--- config.mk ---
export PLATFORM = sky130hd
export DESIGN_NAME = ocp_phase_overcurrent
export DESIGN_NICKNAME = d
export VERILOG_FILES = /design/src/ocp_pkg.sv /design/src/ocp_curve_if.sv /design/src/ocp_phase_overcurrent.sv /design/src/ocp_curve_rom.sv
export VERILOG_INCLUDE_DIRS = /design/src
export SDC_FILE = /design/constraint.sdc
export NUM_CORES = 2
export LEC_CHECK = 0
export BUFFER_PORTS_ARGS = -buffer_cell sky130_fd_sc_hd__buf_4
export CAP_MARGIN = 20
export CORE_MARGIN = 2
export CORE_UTILIZATION = 45
export CTS_BUF_LIST = sky130_fd_sc_hd__clkbuf_2
export DETAILED_ROUTE_END_ITERATION = 8
export GPL_ROUTABILITY_DRIVEN = 1
export PLACE_DENSITY = 0.72
export SYNTH_ARGS = -nofsm -noshare
export SYNTH_HDL_FRONTEND = slang
export SYNTH_SLANG_ARGS = --single-unit
export TNS_END_PERCENT = 100
--- constraint.sdc ---
create_clock -name clk -period 12.1 [get_ports clk]
set_input_delay 2.42 -clock clk [delete_from_list [all_inputs] [get_ports clk]]
set_output_delay 2.42 -clock clk [all_outputs]
set_load 0.1 [all_outputs]
--- src/ocp_defines.svh ---
// Purpose: Shared constants of the phase overcurrent element
// Assumes: 200 MHz clock, 1 ms timer tick
// Notes:   Word indices on AXI4-Lite, one word per register
`ifndef OCP_DEFINES_SVH
`define OCP_DEFINES_SVH

// ****************************************
// Timing
// ****************************************
`define OCP_CLK_NS      5
`define OCP_TICK_NS     1000000
`define OCP_TICK_CYC    (`OCP_TICK_NS / `OCP_CLK_NS)
`define OCP_MS_PER_S    22'd1000
`define OCP_MS_PER_10MS 17'd10

// ****************************************
// Register map
// ****************************************
`define OCP_NCFG        10
`define OCP_R_CTRL      0
`define OCP_R_THR       1
`define OCP_R_TRIPDLY   2
`define OCP_R_PICKDLY   3
`define OCP_R_DROPDLY   4
`define OCP_R_RATIO     5
`define OCP_R_TMS       6
`define OCP_R_CLBLVL    7
`define OCP_R_CLBDUR    8
`define OCP_R_CLBIDLE   9
`define OCP_A_STATUS    6'h0a
`define OCP_A_CNTCLR    6'h0b
`define OCP_A_CNT0      6'h0c
`define OCP_NCNT        6

// ****************************************
// Fields and reset values
// ****************************************
`define OCP_F_EN        0
`define OCP_F_MODE      7:4
`define OCP_F_INRUSH    9:8
`define OCP_F_BLOCK     14:12
`define OCP_F_CLBEN     16
`define OCP_RV_CTRL     32'h0000_0010
`define OCP_RV_THR      32'h0000_0064
`define OCP_RV_TRIPDLY  32'h0000_0032
`define OCP_RV_PICKDLY  32'h0000_0005
`define OCP_RV_DROPDLY  32'h0000_0014
`define OCP_RV_RATIO    32'h0000_005f
`define OCP_RV_TMS      32'h0000_0005
`define OCP_RV_CLBLVL   32'h0000_0096
`define OCP_RV_CLBDUR   32'h0000_003c
`define OCP_RV_CLBIDLE  32'h0000_000a
`define OCP_MK_CTRL     32'h0001_73f1
`define OCP_UNITY       10'h064
`define OCP_CLB_MIN     16'h0005
`define OCP_TMS_SHIFT   24
`define OCP_NBUCKET     5
`define OCP_RESP_OK     2'h0
`define OCP_RESP_ERR    2'h2

`endif

--- src/ocp_pkg.sv ---
// Purpose: Types of the phase overcurrent element
// Assumes: Nothing
// Notes:   Mode codes are the CTRL mode field values
package ocp_pkg;
  typedef enum logic [3:0] {
    OCP_INSTANT, OCP_FIXED_DELAY, OCP_IEC_NI, OCP_IEC_VI, OCP_IEC_EI,
    OCP_IEC_LTI, OCP_IEEE_MI, OCP_IEEE_VI, OCP_IEEE_EI, OCP_RI_CURVE
  } ocp_mode_e;
  typedef enum logic [1:0] {
    OCP_IDLE    = 2'b00,
    OCP_CONFIRM = 2'b01,
    OCP_PICKED  = 2'b11,
    OCP_HOLD    = 2'b10
  } ocp_state_e;
  typedef logic [19:0] ocp_rate_t;
  typedef logic [2:0]  ocp_bucket_t;
endpackage : ocp_pkg

--- src/ocp_curve_if.sv ---
// Purpose: Curve lookup carrier between element and rate table
// Assumes: Three phases
// Notes:   Rate follows curve and bucket by one clock
`timescale 1ns/1ps
`default_nettype none
interface ocp_curve_if;
  import ocp_pkg::*;
  logic [2:0]  curve;
  ocp_bucket_t bucket [3];
  ocp_rate_t   rate   [3];
  modport lookup (input curve, input bucket, output rate);
  modport user   (output curve, output bucket, input rate);
endinterface : ocp_curve_if
`default_nettype wire

--- src/ocp_phase_overcurrent.sv ---
// Purpose: Three-phase non-directional overcurrent element
// Assumes: Currents in hundredths of rated current, same clock
// Notes:   Registers on AXI4-Lite; all delays count 1 ms ticks
// Operation
// Fault when any one or more phases exceed the pickup level.
// Each phase current is compared on its own input.
// One settings set, separate pickup and trip per phase.
// Disabled element gives no pickup and no trip.
// Modes: instantaneous, fixed delay, seven standard curves plus one.
// Instantaneous mode trips exactly like fixed delay mode.
// Independent instances each hold their own settings.
// Pickup level 0.05 to 40.00 times rated, default 1.00.
// Trip delay 0.00 to 300.00 s, default 0.50 s.
// Pickup confirmation delay 0 to 1000 ms, default 5.
// Drop-out delay 0 to 60 s, default 0.20, pickup held; after a trip the code drops pickup at once, no delay.
// Drop-out ratio 0.80 to 1.00, default 0.95, sets drop level.
// Curve multiplier 0.05 to 1.00 scales inverse trip time.
// Inrush blocking source is none or one of two detectors.
// Pickup block source is none or one of four variables.
// Cold-load boost starts on its input or 5 % after idle.
// Boost multiplies pickup and drop levels by 1.01 to 10.00.
// Boost lasts 0 to 3600 s, default 60, then ends.
// Boost is shared and leaves inverse timing unchanged.
// Count pickup events and trip events.
// Count pickup events per phase.
// Count each cold-load boost activation.
// Pickup needs fault, expired confirmation and no blocking.
// Trip needs fault, pickup, expired delay, no blocking.
// Blocking drops pickup, flags blocked, resets trip timer.
// Inverse mode integrates curve rate, ratio clamped 1.1 to 20.
// Timers count a 1 ms tick enable from the clock.
//
// Register access over AXI4-Lite and the placing of the registers are this design's own decisions.
`timescale 1ns/1ps
`default_nettype none
`include "ocp_defines.svh"
module ocp_phase_overcurrent
  import ocp_pkg::*;
#(
  parameter int unsigned TICK_CYCLES = `OCP_TICK_CYC
) (
  input  wire logic        clk,
  input  wire logic        rst_n,
  input  wire logic [7:0]  s_axi_awaddr,
  input  wire logic        s_axi_awvalid,
  output logic             s_axi_awready,
  input  wire logic [31:0] s_axi_wdata,
  input  wire logic [3:0]  s_axi_wstrb,
  input  wire logic        s_axi_wvalid,
  output logic             s_axi_wready,
  output logic [1:0]       s_axi_bresp,
  output logic             s_axi_bvalid,
  input  wire logic        s_axi_bready,
  input  wire logic [7:0]  s_axi_araddr,
  input  wire logic        s_axi_arvalid,
  output logic             s_axi_arready,
  output logic [31:0]      s_axi_rdata,
  output logic [1:0]       s_axi_rresp,
  output logic             s_axi_rvalid,
  input  wire logic        s_axi_rready,
  input  wire logic [15:0] phaseACurrent,
  input  wire logic [15:0] phaseBCurrent,
  input  wire logic [15:0] phaseCCurrent,
  input  wire logic [1:0]  inrushDetect,
  input  wire logic [3:0]  blockVariable,
  input  wire logic        coldLoadInput,
  output logic [2:0]       pickup,
  output logic [2:0]       trip,
  output logic [2:0]       pickupBlocked,
  output logic             coldLoadActive
);
  localparam int DW = $clog2(TICK_CYCLES);
  localparam logic [31:0] CFG_RST [`OCP_NCFG] = '{
    `OCP_RV_CTRL, `OCP_RV_THR, `OCP_RV_TRIPDLY, `OCP_RV_PICKDLY, `OCP_RV_DROPDLY,
    `OCP_RV_RATIO, `OCP_RV_TMS, `OCP_RV_CLBLVL, `OCP_RV_CLBDUR, `OCP_RV_CLBIDLE};
  localparam logic [31:0] CFG_MSK [`OCP_NCFG] = '{
    `OCP_MK_CTRL, 32'h0000_0fff, 32'h0000_7fff, 32'h0000_03ff, 32'h0000_1fff,
    32'h0000_007f, 32'h0000_007f, 32'h0000_03ff, 32'h0000_0fff, 32'h0000_0fff};

  // ******
  // Millisecond tick
  // ******
  logic [DW-1:0] divCnt;
  logic          tick;
  wire           divWrap = divCnt == DW'(TICK_CYCLES - 1);

  always_ff @(posedge clk) begin
    if (!rst_n) begin
      divCnt <= '0;
      tick   <= 1'b0;
    end else begin
      divCnt <= divWrap ? '0 : divCnt + 1'b1;
      tick   <= divWrap;
    end
  end

  // ******
  // Register bus
  // ******
  logic [31:0] cfg [`OCP_NCFG];
  logic [15:0] cnt [`OCP_NCNT];
  logic [31:0] statusWord;

  wire        wrGo    = s_axi_awvalid && s_axi_wvalid && !s_axi_bvalid;
  wire [5:0]  wIdx    = s_axi_awaddr[7:2];
  wire        wCfgHit = wIdx < 6'(`OCP_NCFG);
  wire        wClrHit = wIdx == `OCP_A_CNTCLR;
  wire [31:0] wMask   = {{8{s_axi_wstrb[3]}}, {8{s_axi_wstrb[2]}},
                         {8{s_axi_wstrb[1]}}, {8{s_axi_wstrb[0]}}};
  wire        cntClr  = wrGo && wClrHit;
  wire        rdGo    = s_axi_arvalid && !s_axi_rvalid;
  wire [5:0]  rIdx    = s_axi_araddr[7:2];
  wire        rCnt    = rIdx >= `OCP_A_CNT0 && rIdx < `OCP_A_CNT0 + 6'(`OCP_NCNT);
  wire [5:0]  rCntIdx = rIdx - `OCP_A_CNT0;
  wire        rHit    = rIdx < 6'(`OCP_NCFG) || rIdx == `OCP_A_STATUS || rCnt;
  wire [31:0] rVal    = rIdx < 6'(`OCP_NCFG) ? cfg[rIdx[3:0]] :
                        rIdx == `OCP_A_STATUS ? statusWord :
                        rCnt ? {16'h0000, cnt[rCntIdx[2:0]]} : 32'h0000_0000;

  assign s_axi_awready = wrGo;
  assign s_axi_wready  = wrGo;
  assign s_axi_arready = rdGo;

  for (genvar i = 0; i < `OCP_NCFG; i++) begin : g_cfg
    wire [31:0] m = wMask & CFG_MSK[i];
    always_ff @(posedge clk) begin
      if (!rst_n) begin
        cfg[i] <= CFG_RST[i];
      end else if (wrGo && wIdx == 6'(i)) begin
        cfg[i] <= (cfg[i] & ~m) | (s_axi_wdata & m);
      end
    end
  end

  always_ff @(posedge clk) begin
    if (!rst_n) begin
      s_axi_bvalid <= 1'b0;
      s_axi_bresp  <= `OCP_RESP_OK;
    end else if (wrGo) begin
      s_axi_bvalid <= 1'b1;
      s_axi_bresp  <= (wCfgHit || wClrHit) ? `OCP_RESP_OK : `OCP_RESP_ERR;
    end else if (s_axi_bready) begin
      s_axi_bvalid <= 1'b0;
    end
  end

  always_ff @(posedge clk) begin
    if (!rst_n) begin
      s_axi_rvalid <= 1'b0;
      s_axi_rdata  <= '0;
      s_axi_rresp  <= `OCP_RESP_OK;
    end else if (rdGo) begin
      s_axi_rvalid <= 1'b1;
      s_axi_rdata  <= rVal;
      s_axi_rresp  <= rHit ? `OCP_RESP_OK : `OCP_RESP_ERR;
    end else if (s_axi_rready) begin
      s_axi_rvalid <= 1'b0;
    end
  end

  // ******
  // Settings
  // ******
  wire        enable   = cfg[`OCP_R_CTRL][`OCP_F_EN];
  wire [3:0]  modeRaw  = cfg[`OCP_R_CTRL][`OCP_F_MODE];
  wire [1:0]  inSel    = cfg[`OCP_R_CTRL][`OCP_F_INRUSH];
  wire [2:0]  blkSel   = cfg[`OCP_R_CTRL][`OCP_F_BLOCK];
  wire        clbEn    = cfg[`OCP_R_CTRL][`OCP_F_CLBEN];
  wire [11:0] thr      = cfg[`OCP_R_THR][11:0];
  wire [14:0] tripDly  = cfg[`OCP_R_TRIPDLY][14:0];
  wire [9:0]  pickDly  = cfg[`OCP_R_PICKDLY][9:0];
  wire [12:0] dropDly  = cfg[`OCP_R_DROPDLY][12:0];
  wire [6:0]  ratio    = cfg[`OCP_R_RATIO][6:0];
  wire [6:0]  tms      = cfg[`OCP_R_TMS][6:0];
  wire [9:0]  clbLvl   = cfg[`OCP_R_CLBLVL][9:0];
  wire [11:0] clbDur   = cfg[`OCP_R_CLBDUR][11:0];
  wire [11:0] clbIdle  = cfg[`OCP_R_CLBIDLE][11:0];

  // Unknown mode codes fall back to fixed delay
  wire        modeBad  = modeRaw > OCP_RI_CURVE;
  wire        inverse  = !modeBad && modeRaw >= OCP_IEC_NI;
  wire [3:0]  curveIdx = modeRaw - OCP_IEC_NI;

  // ******
  // Blocking sources
  // ******
  wire [3:0]  inrushVec = {1'b0, inrushDetect, 1'b0};
  wire [7:0]  varVec    = {3'b000, blockVariable, 1'b0};
  wire        blockAct  = inrushVec[inSel] || varVec[blkSel];

  // ******
  // Cold-load boost
  // ******
  logic        clSync1;
  logic        clSync2;
  logic        clPrev;
  logic [21:0] idleMs;
  logic [21:0] clbMs;
  logic        clbAct;
  logic [15:0] cur [3];

  assign cur[0] = phaseACurrent;
  assign cur[1] = phaseBCurrent;
  assign cur[2] = phaseCCurrent;

  wire        lowAll   = cur[0] < `OCP_CLB_MIN && cur[1] < `OCP_CLB_MIN &&
                         cur[2] < `OCP_CLB_MIN;
  wire [21:0] idleLim  = 22'(clbIdle) * `OCP_MS_PER_S;
  wire [21:0] durLim   = 22'(clbDur) * `OCP_MS_PER_S;
  wire        idleDone = idleMs >= idleLim;
  wire        clbStart = clbEn && !clbAct &&
                         ((clSync2 && !clPrev) || (idleDone && !lowAll));

  always_ff @(posedge clk) begin
    if (!rst_n) begin
      clSync1 <= 1'b0;
      clSync2 <= 1'b0;
      clPrev  <= 1'b0;
    end else begin
      clSync1 <= coldLoadInput;
      clSync2 <= clSync1;
      clPrev  <= clSync2;
    end
  end

  always_ff @(posedge clk) begin
    if (!rst_n) begin
      idleMs <= '0;
    end else if (!lowAll || clbAct) begin
      idleMs <= '0;
    end else if (tick && !idleDone) begin
      idleMs <= idleMs + 1'b1;
    end
  end

  always_ff @(posedge clk) begin
    if (!rst_n) begin
      clbAct <= 1'b0;
      clbMs  <= '0;
    end else if (clbStart) begin
      clbAct <= 1'b1;
      clbMs  <= '0;
    end else if (!clbEn || clbMs >= durLim) begin
      clbAct <= 1'b0;
    end else if (clbAct && tick) begin
      clbMs  <= clbMs + 1'b1;
    end
  end

  assign coldLoadActive = clbAct;

  // ******
  // Levels
  // ******
  wire [9:0]  lvlEff  = clbAct ? clbLvl : `OCP_UNITY;
  wire [21:0] pickRef = 22'(thr) * 22'(lvlEff);
  wire [28:0] dropRef = 29'(pickRef) * 29'(ratio);
  wire [22:0] thrX2   = 23'(thr) * 23'd200;
  wire [22:0] thrX5   = 23'(thr) * 23'd500;
  wire [22:0] thrX10  = 23'(thr) * 23'd1000;
  wire [22:0] thrX20  = 23'(thr) * 23'd2000;
  wire [16:0] dropLim = 17'(dropDly) * `OCP_MS_PER_10MS;
  wire [31:0] dtLim   = 32'(tripDly) * 32'(`OCP_MS_PER_10MS);
  wire [38:0] invLim  = 39'(tms) << `OCP_TMS_SHIFT;

  ocp_curve_if cvIf ();

  ocp_curve_rom u_rom (
    .clk   (clk),
    .rst_n (rst_n),
    .cv    (cvIf.lookup)
  );

  assign cvIf.curve = curveIdx[2:0];

  // ******
  // Per-phase pickup and trip
  // ******
  ocp_state_e st [3];
  logic [2:0] faultVec;
  logic [2:0] next_pick;
  logic [2:0] next_trip;

  for (genvar p = 0; p < 3; p++) begin : g_ph
    ocp_state_e  next_st;
    logic [9:0]  pdCnt;
    logic [9:0]  next_pd;
    logic [16:0] ddCnt;
    logic [16:0] next_dd;
    logic [31:0] tmr;
    logic [31:0] next_tmr;

    wire [22:0] curX100 = 23'(cur[p]) * 23'd100;
    wire [29:0] curX1e4 = 30'(cur[p]) * 30'd10000;
    wire        fault   = enable && curX100 > 23'(pickRef);
    wire        below   = curX1e4 < 30'(dropRef);
    wire        dtDone  = tmr >= dtLim;
    wire        invDone = 39'(tmr) * 39'd100 >= invLim;
    wire        expired = inverse ? invDone : dtDone;
    wire [31:0] step    = inverse ? 32'(cvIf.rate[p]) : 32'h0000_0001;

    // Base level only: boost never moves the curve ratio
    assign cvIf.bucket[p] = ocp_bucket_t'({2'b00, curX100 >= thrX2}) +
                            ocp_bucket_t'({2'b00, curX100 >= thrX5}) +
                            ocp_bucket_t'({2'b00, curX100 >= thrX10}) +
                            ocp_bucket_t'({2'b00, curX100 >= thrX20});
    assign faultVec[p] = fault;

    always_comb begin
      next_st      = st[p];
      next_pd      = pdCnt;
      next_dd      = ddCnt;
      next_tmr     = tmr;
      next_trip[p] = trip[p];
      if (!enable || blockAct) begin
        next_st      = OCP_IDLE;
        next_pd      = '0;
        next_tmr     = '0;
        next_trip[p] = 1'b0;
      end else begin
        unique case (st[p])
          OCP_IDLE: begin
            next_pd  = '0;
            next_tmr = '0;
            if (fault) next_st = OCP_CONFIRM;
          end
          OCP_CONFIRM: begin
            if (!fault) begin
              next_st = OCP_IDLE;
            end else if (pdCnt >= pickDly) begin
              next_st = OCP_PICKED;
            end else if (tick) begin
              next_pd = pdCnt + 1'b1;
            end
          end
          OCP_PICKED: begin
            next_dd = '0;
            if (below) begin
              next_st      = trip[p] ? OCP_IDLE : OCP_HOLD;
              next_trip[p] = 1'b0;
            end else begin
              if (tick && !expired) next_tmr = tmr + step;
              if (fault && expired) next_trip[p] = 1'b1;
            end
          end
          OCP_HOLD: begin
            if (!below) begin
              next_st = OCP_PICKED;
            end else if (ddCnt >= dropLim) begin
              next_st = OCP_IDLE;
            end else if (tick) begin
              next_dd = ddCnt + 1'b1;
            end
          end
        endcase
      end
      next_pick[p] = next_st[1];
    end

    always_ff @(posedge clk) begin
      if (!rst_n) begin
        st[p]            <= OCP_IDLE;
        pdCnt            <= '0;
        ddCnt            <= '0;
        tmr              <= '0;
        trip[p]          <= 1'b0;
        pickup[p]        <= 1'b0;
        pickupBlocked[p] <= 1'b0;
      end else begin
        st[p]            <= next_st;
        pdCnt            <= next_pd;
        ddCnt            <= next_dd;
        tmr              <= next_tmr;
        trip[p]          <= next_trip[p];
        pickup[p]        <= next_pick[p];
        pickupBlocked[p] <= blockAct && fault;
      end
    end
  end

  // ******
  // Event counters
  // ******
  wire [`OCP_NCNT-1:0] evt = {
    clbStart,
    next_pick[2] && !pickup[2],
    next_pick[1] && !pickup[1],
    next_pick[0] && !pickup[0],
    (|next_trip) && !(|trip),
    (|next_pick) && !(|pickup)};

  for (genvar c = 0; c < `OCP_NCNT; c++) begin : g_cnt
    always_ff @(posedge clk) begin
      if (!rst_n) begin
        cnt[c] <= '0;
      end else if (cntClr) begin
        cnt[c] <= {15'h0000, evt[c]};
      end else if (evt[c]) begin
        cnt[c] <= cnt[c] + 1'b1;
      end
    end
  end

  assign statusWord = {21'h000000, |faultVec, clbAct, pickupBlocked, trip, pickup};

endmodule : ocp_phase_overcurrent
`default_nettype wire

--- src/ocp_curve_rom.sv ---
// Purpose: Inverse curve integration rate table, registered read
// Assumes: Rate is 2^24 / trip time in ms at unity multiplier
// Notes:   Buckets are ratio 1.1, 2, 5, 10, 20 times pickup
`timescale 1ns/1ps
`default_nettype none
`include "ocp_defines.svh"
module ocp_curve_rom
  import ocp_pkg::*;
(
  input  wire logic   clk,
  input  wire logic   rst_n,
  ocp_curve_if.lookup cv
);
  localparam int NB = `OCP_NBUCKET;
  localparam ocp_rate_t TBL [8*NB] = '{
    20'd229,  20'd1673, 20'd3920,  20'd5647,  20'd7401,
    20'd124,  20'd1243, 20'd4971,  20'd11185, 20'd23613,
    20'd44,   20'd629,  20'd5034,  20'd20764, 20'd83677,
    20'd14,   20'd140,  20'd559,   20'd1259,  20'd2656,
    20'd619,  20'd4412, 20'd9939,  20'd13900, 20'd17698,
    20'd179,  20'd2387, 20'd12827, 20'd24350, 20'd31069,
    20'd125,  20'd1762, 20'd12935, 20'd41273, 20'd87200,
    20'd2088, 20'd3708, 20'd4896,  20'd5291,  20'd5490
  };

  for (genvar p = 0; p < 3; p++) begin : g_ph
    always_ff @(posedge clk) begin
      if (!rst_n) begin
        cv.rate[p] <= '0;
      end else begin
        cv.rate[p] <= TBL[int'(cv.curve) * NB + int'(cv.bucket[p])];
      end
    end
  end
endmodule : ocp_curve_rom
`default_nettype wire

==> results_dict.tcl <==
set metrics [dict create \
    status "complete, but fails checks" \
    violations "design-rule violations, negative setup slack" \
    synthToLayoutAreaGrowth_pct 12.67 \
    slew_headroom_pct 7.920 \
    synthesis.area_um2 83450 \
    ys_top_cells_by_count "ha_1 (1703), inv_1 (1442), a21oi_1 (635)" \
    initial_core_util_pct 45.15 \
    path_delay_family "adder cells" \
    synth.avg_cell_area_um2 8.519 \
    max_stage_delay_ps 570 \
    yosys_warnings 0 \
    numCtsBuffers 139 \
    clk_pin_slew_ps 120 \
    grt_pass1_wl_um 401900 \
    synth_top_area_cell "ha_1" \
    dr_total_vias 74387 \
    io_pins 165 \
    wl_um 258800 \
    first_global_vias 73030 \
    cts_tree "done" \
    fin_ws_ps -394.1 \
    antenna_found_initial 10 \
    startpoint_type "flop" \
    rows 158 \
    tns_ps -42130 \
    layout-drive-gt1-share_pct 11.87 \
    synth_most_common_cell "ha_1" \
    die_area_um2 188900 \
    netlist_instances 9795 \
    place.gp.congestion 0.9753 \
    synth.area.top_cells "ha_1 (26%), fa_1 (13%), dfxtp_1 (7.9%)" \
    cap_violations 0 \
    grt_max_degree 84 \
    seq_area_um2 12730 \
    period_share_pct 103.3 \
    tightestPinTransition_ps 1378 \
    path_depth 58 \
    multiInputGateArea_um2 66490 \
    ant_nets 0 \
    min_path_type "reg2reg" \
    async_flop_share_pct 0 \
    die_x_um 434.6 \
    crit_fanout 8 \
    nNetsFinal 12597 \
    htreeDepth 4 \
    min_path_cells 1 \
    synth_top_area_share_pct 25.53 \
    vias_per_cell 5.788 \
    fill_cells 17025 \
    drc 2 \
    drt_pre_antenna_iters 8 \
    synth-edff-count 205 \
    grt_usage_pct 26.81 \
    synth_flop_cell "dfxtp_1" \
    cp_data_required_time_ps 13300 \
    core_um2 184800 \
    wire_per_inst_um 20.14 \
    setup_viol 196 \
    clkLatencyLatePin_ps 1500 \
    grt-ovfl-total 0 \
    rsz0062_at_grt "yes" \
    place_ws_ps -942.6 \
    rr_worst_depth 58 \
    clockBufferDepth 3 \
    portBuffers 126 \
    synth.distinct_cells 104 \
    worst-path-buf-inv 16 \
    finClkSkew_ps 173.2 \
    drtIter0Drc 6520 \
    cts_root_buffer "clkbuf_2" \
    cpMostUsedCell "fa_1" \
    cts_sinks 533 \
    critPathCaptureType "flop" \
    cts-hold-fix-buffers 0 \
    ys_seq_area_share_pct 15.25 \
    drv_slew 0 \
    hold_viol 0 \
    slowest_stage "or4_4" \
    ys_seq_elements 533 \
    hpwl_um 204800 \
    fmax_mhz 80.04 \
    period_needed_ps 12490 \
    critPathArrivalTime_ps 13690 \
    dieHeight_um 434.6 \
    path_class "reg2reg" \
    holdWs_ps 461.9 \
]
## registers in the layout (all words and copies together), names as in the netlist, 4 cells and up
register / flops
cfg: 109
clbMs: 22
cnt: 96
divCnt: 18
g_ph.ddCnt: 51
g_ph.pdCnt: 30
g_ph.tmr: 96
idleMs: 22
s_axi_rdata: 17
st: 4
u_rom.cv.rate: 51
## timing repair
item | 4_1_cts | 5_1_grt
gates cloned | 12 | 7
pin swaps | 117 | 183
setup buffers | 51 | 48
gates resized for setup | 187 | 278
setup endpoints to repair | 283 | 283
## per-stage QoR
step                cells  utilization (%)  instance area [µm²]
detailed placement  12480            48.32                89310
global route        12846            50.86                94010
CTS                 12788            49.86                92160
global placement    12478            48.31                89300
finish              12852            50.87                94020
floorplan            9811                -                83700
## final cells by class
cell class | instances | area share, %
multi-input combinational | 7562 | 70.72
clock buffer | 205 | 1.091
inverter | 1445 | 5.770
sequential | 533 | 13.53
antenna | 12 | 0.03194
timing repair buffer | 571 | 5.219
clock inverter | 44 | 0.3327
tap | 2480 | 3.300
## cell families after synthesis
group | Yosys count | share of synthesized area, %
AO/OA/AOI/OAI | 2080 | 15.89
XOR/XNOR | 503 | 5.279
adder cells (fa/ha/maj) | 2232 | 38.21
buffers and inverters | 1719 | 7.876
flip-flops | 533 | 15.25
multiplexers | 107 | 1.742
other | 1 | 0.004494
AND/OR/NAND/NOR | 2620 | 15.75
## layer usage
metal  GRT usage, %  up-vias  routed length, µm
met1          36.00    35992             111400
met3          4.720      578              19880
met5              0        -                 33
met4          11.49        4              11510
li1               -    34955                  -
met2          42.27     2858             116000
## placed cells by master (no fill, tap or decap), drive strengths merged, types with 134 or more instances in the layout
cell type,instances
ha,1703
inv,1447
a21oi,635
nor2,621
nand2,606
buf,562
fa,528
o21ai,462
dfxtp,328
xnor2,317
nand3,236
and2,229
clkbuf,214
edfxtp,205
a21o,190
nand2b,189
xor2,186
nor3,144
and3,134
## path summary, 6_finish.rpt
kind	from	slack (ps)	end
setup / recovery	cfg[7][3]$_SDFFCE_PN0P_	-390	cnt[1][5]$_SDFFCE_PN0P_
setup reg to reg	cfg[7][3]$_SDFFCE_PN0P_	-390	cnt[1][5]$_SDFFCE_PN0P_
hold reg to reg	divCnt[0]$_SDFF_PP0_	460	divCnt[0]$_SDFF_PP0_
hold / removal	divCnt[0]$_SDFF_PP0_	460	divCnt[0]$_SDFF_PP0_
Power is left out: the tool's default activity adds up to more than one toggle a clock period on the data nets, which glitch-free logic cannot reach.
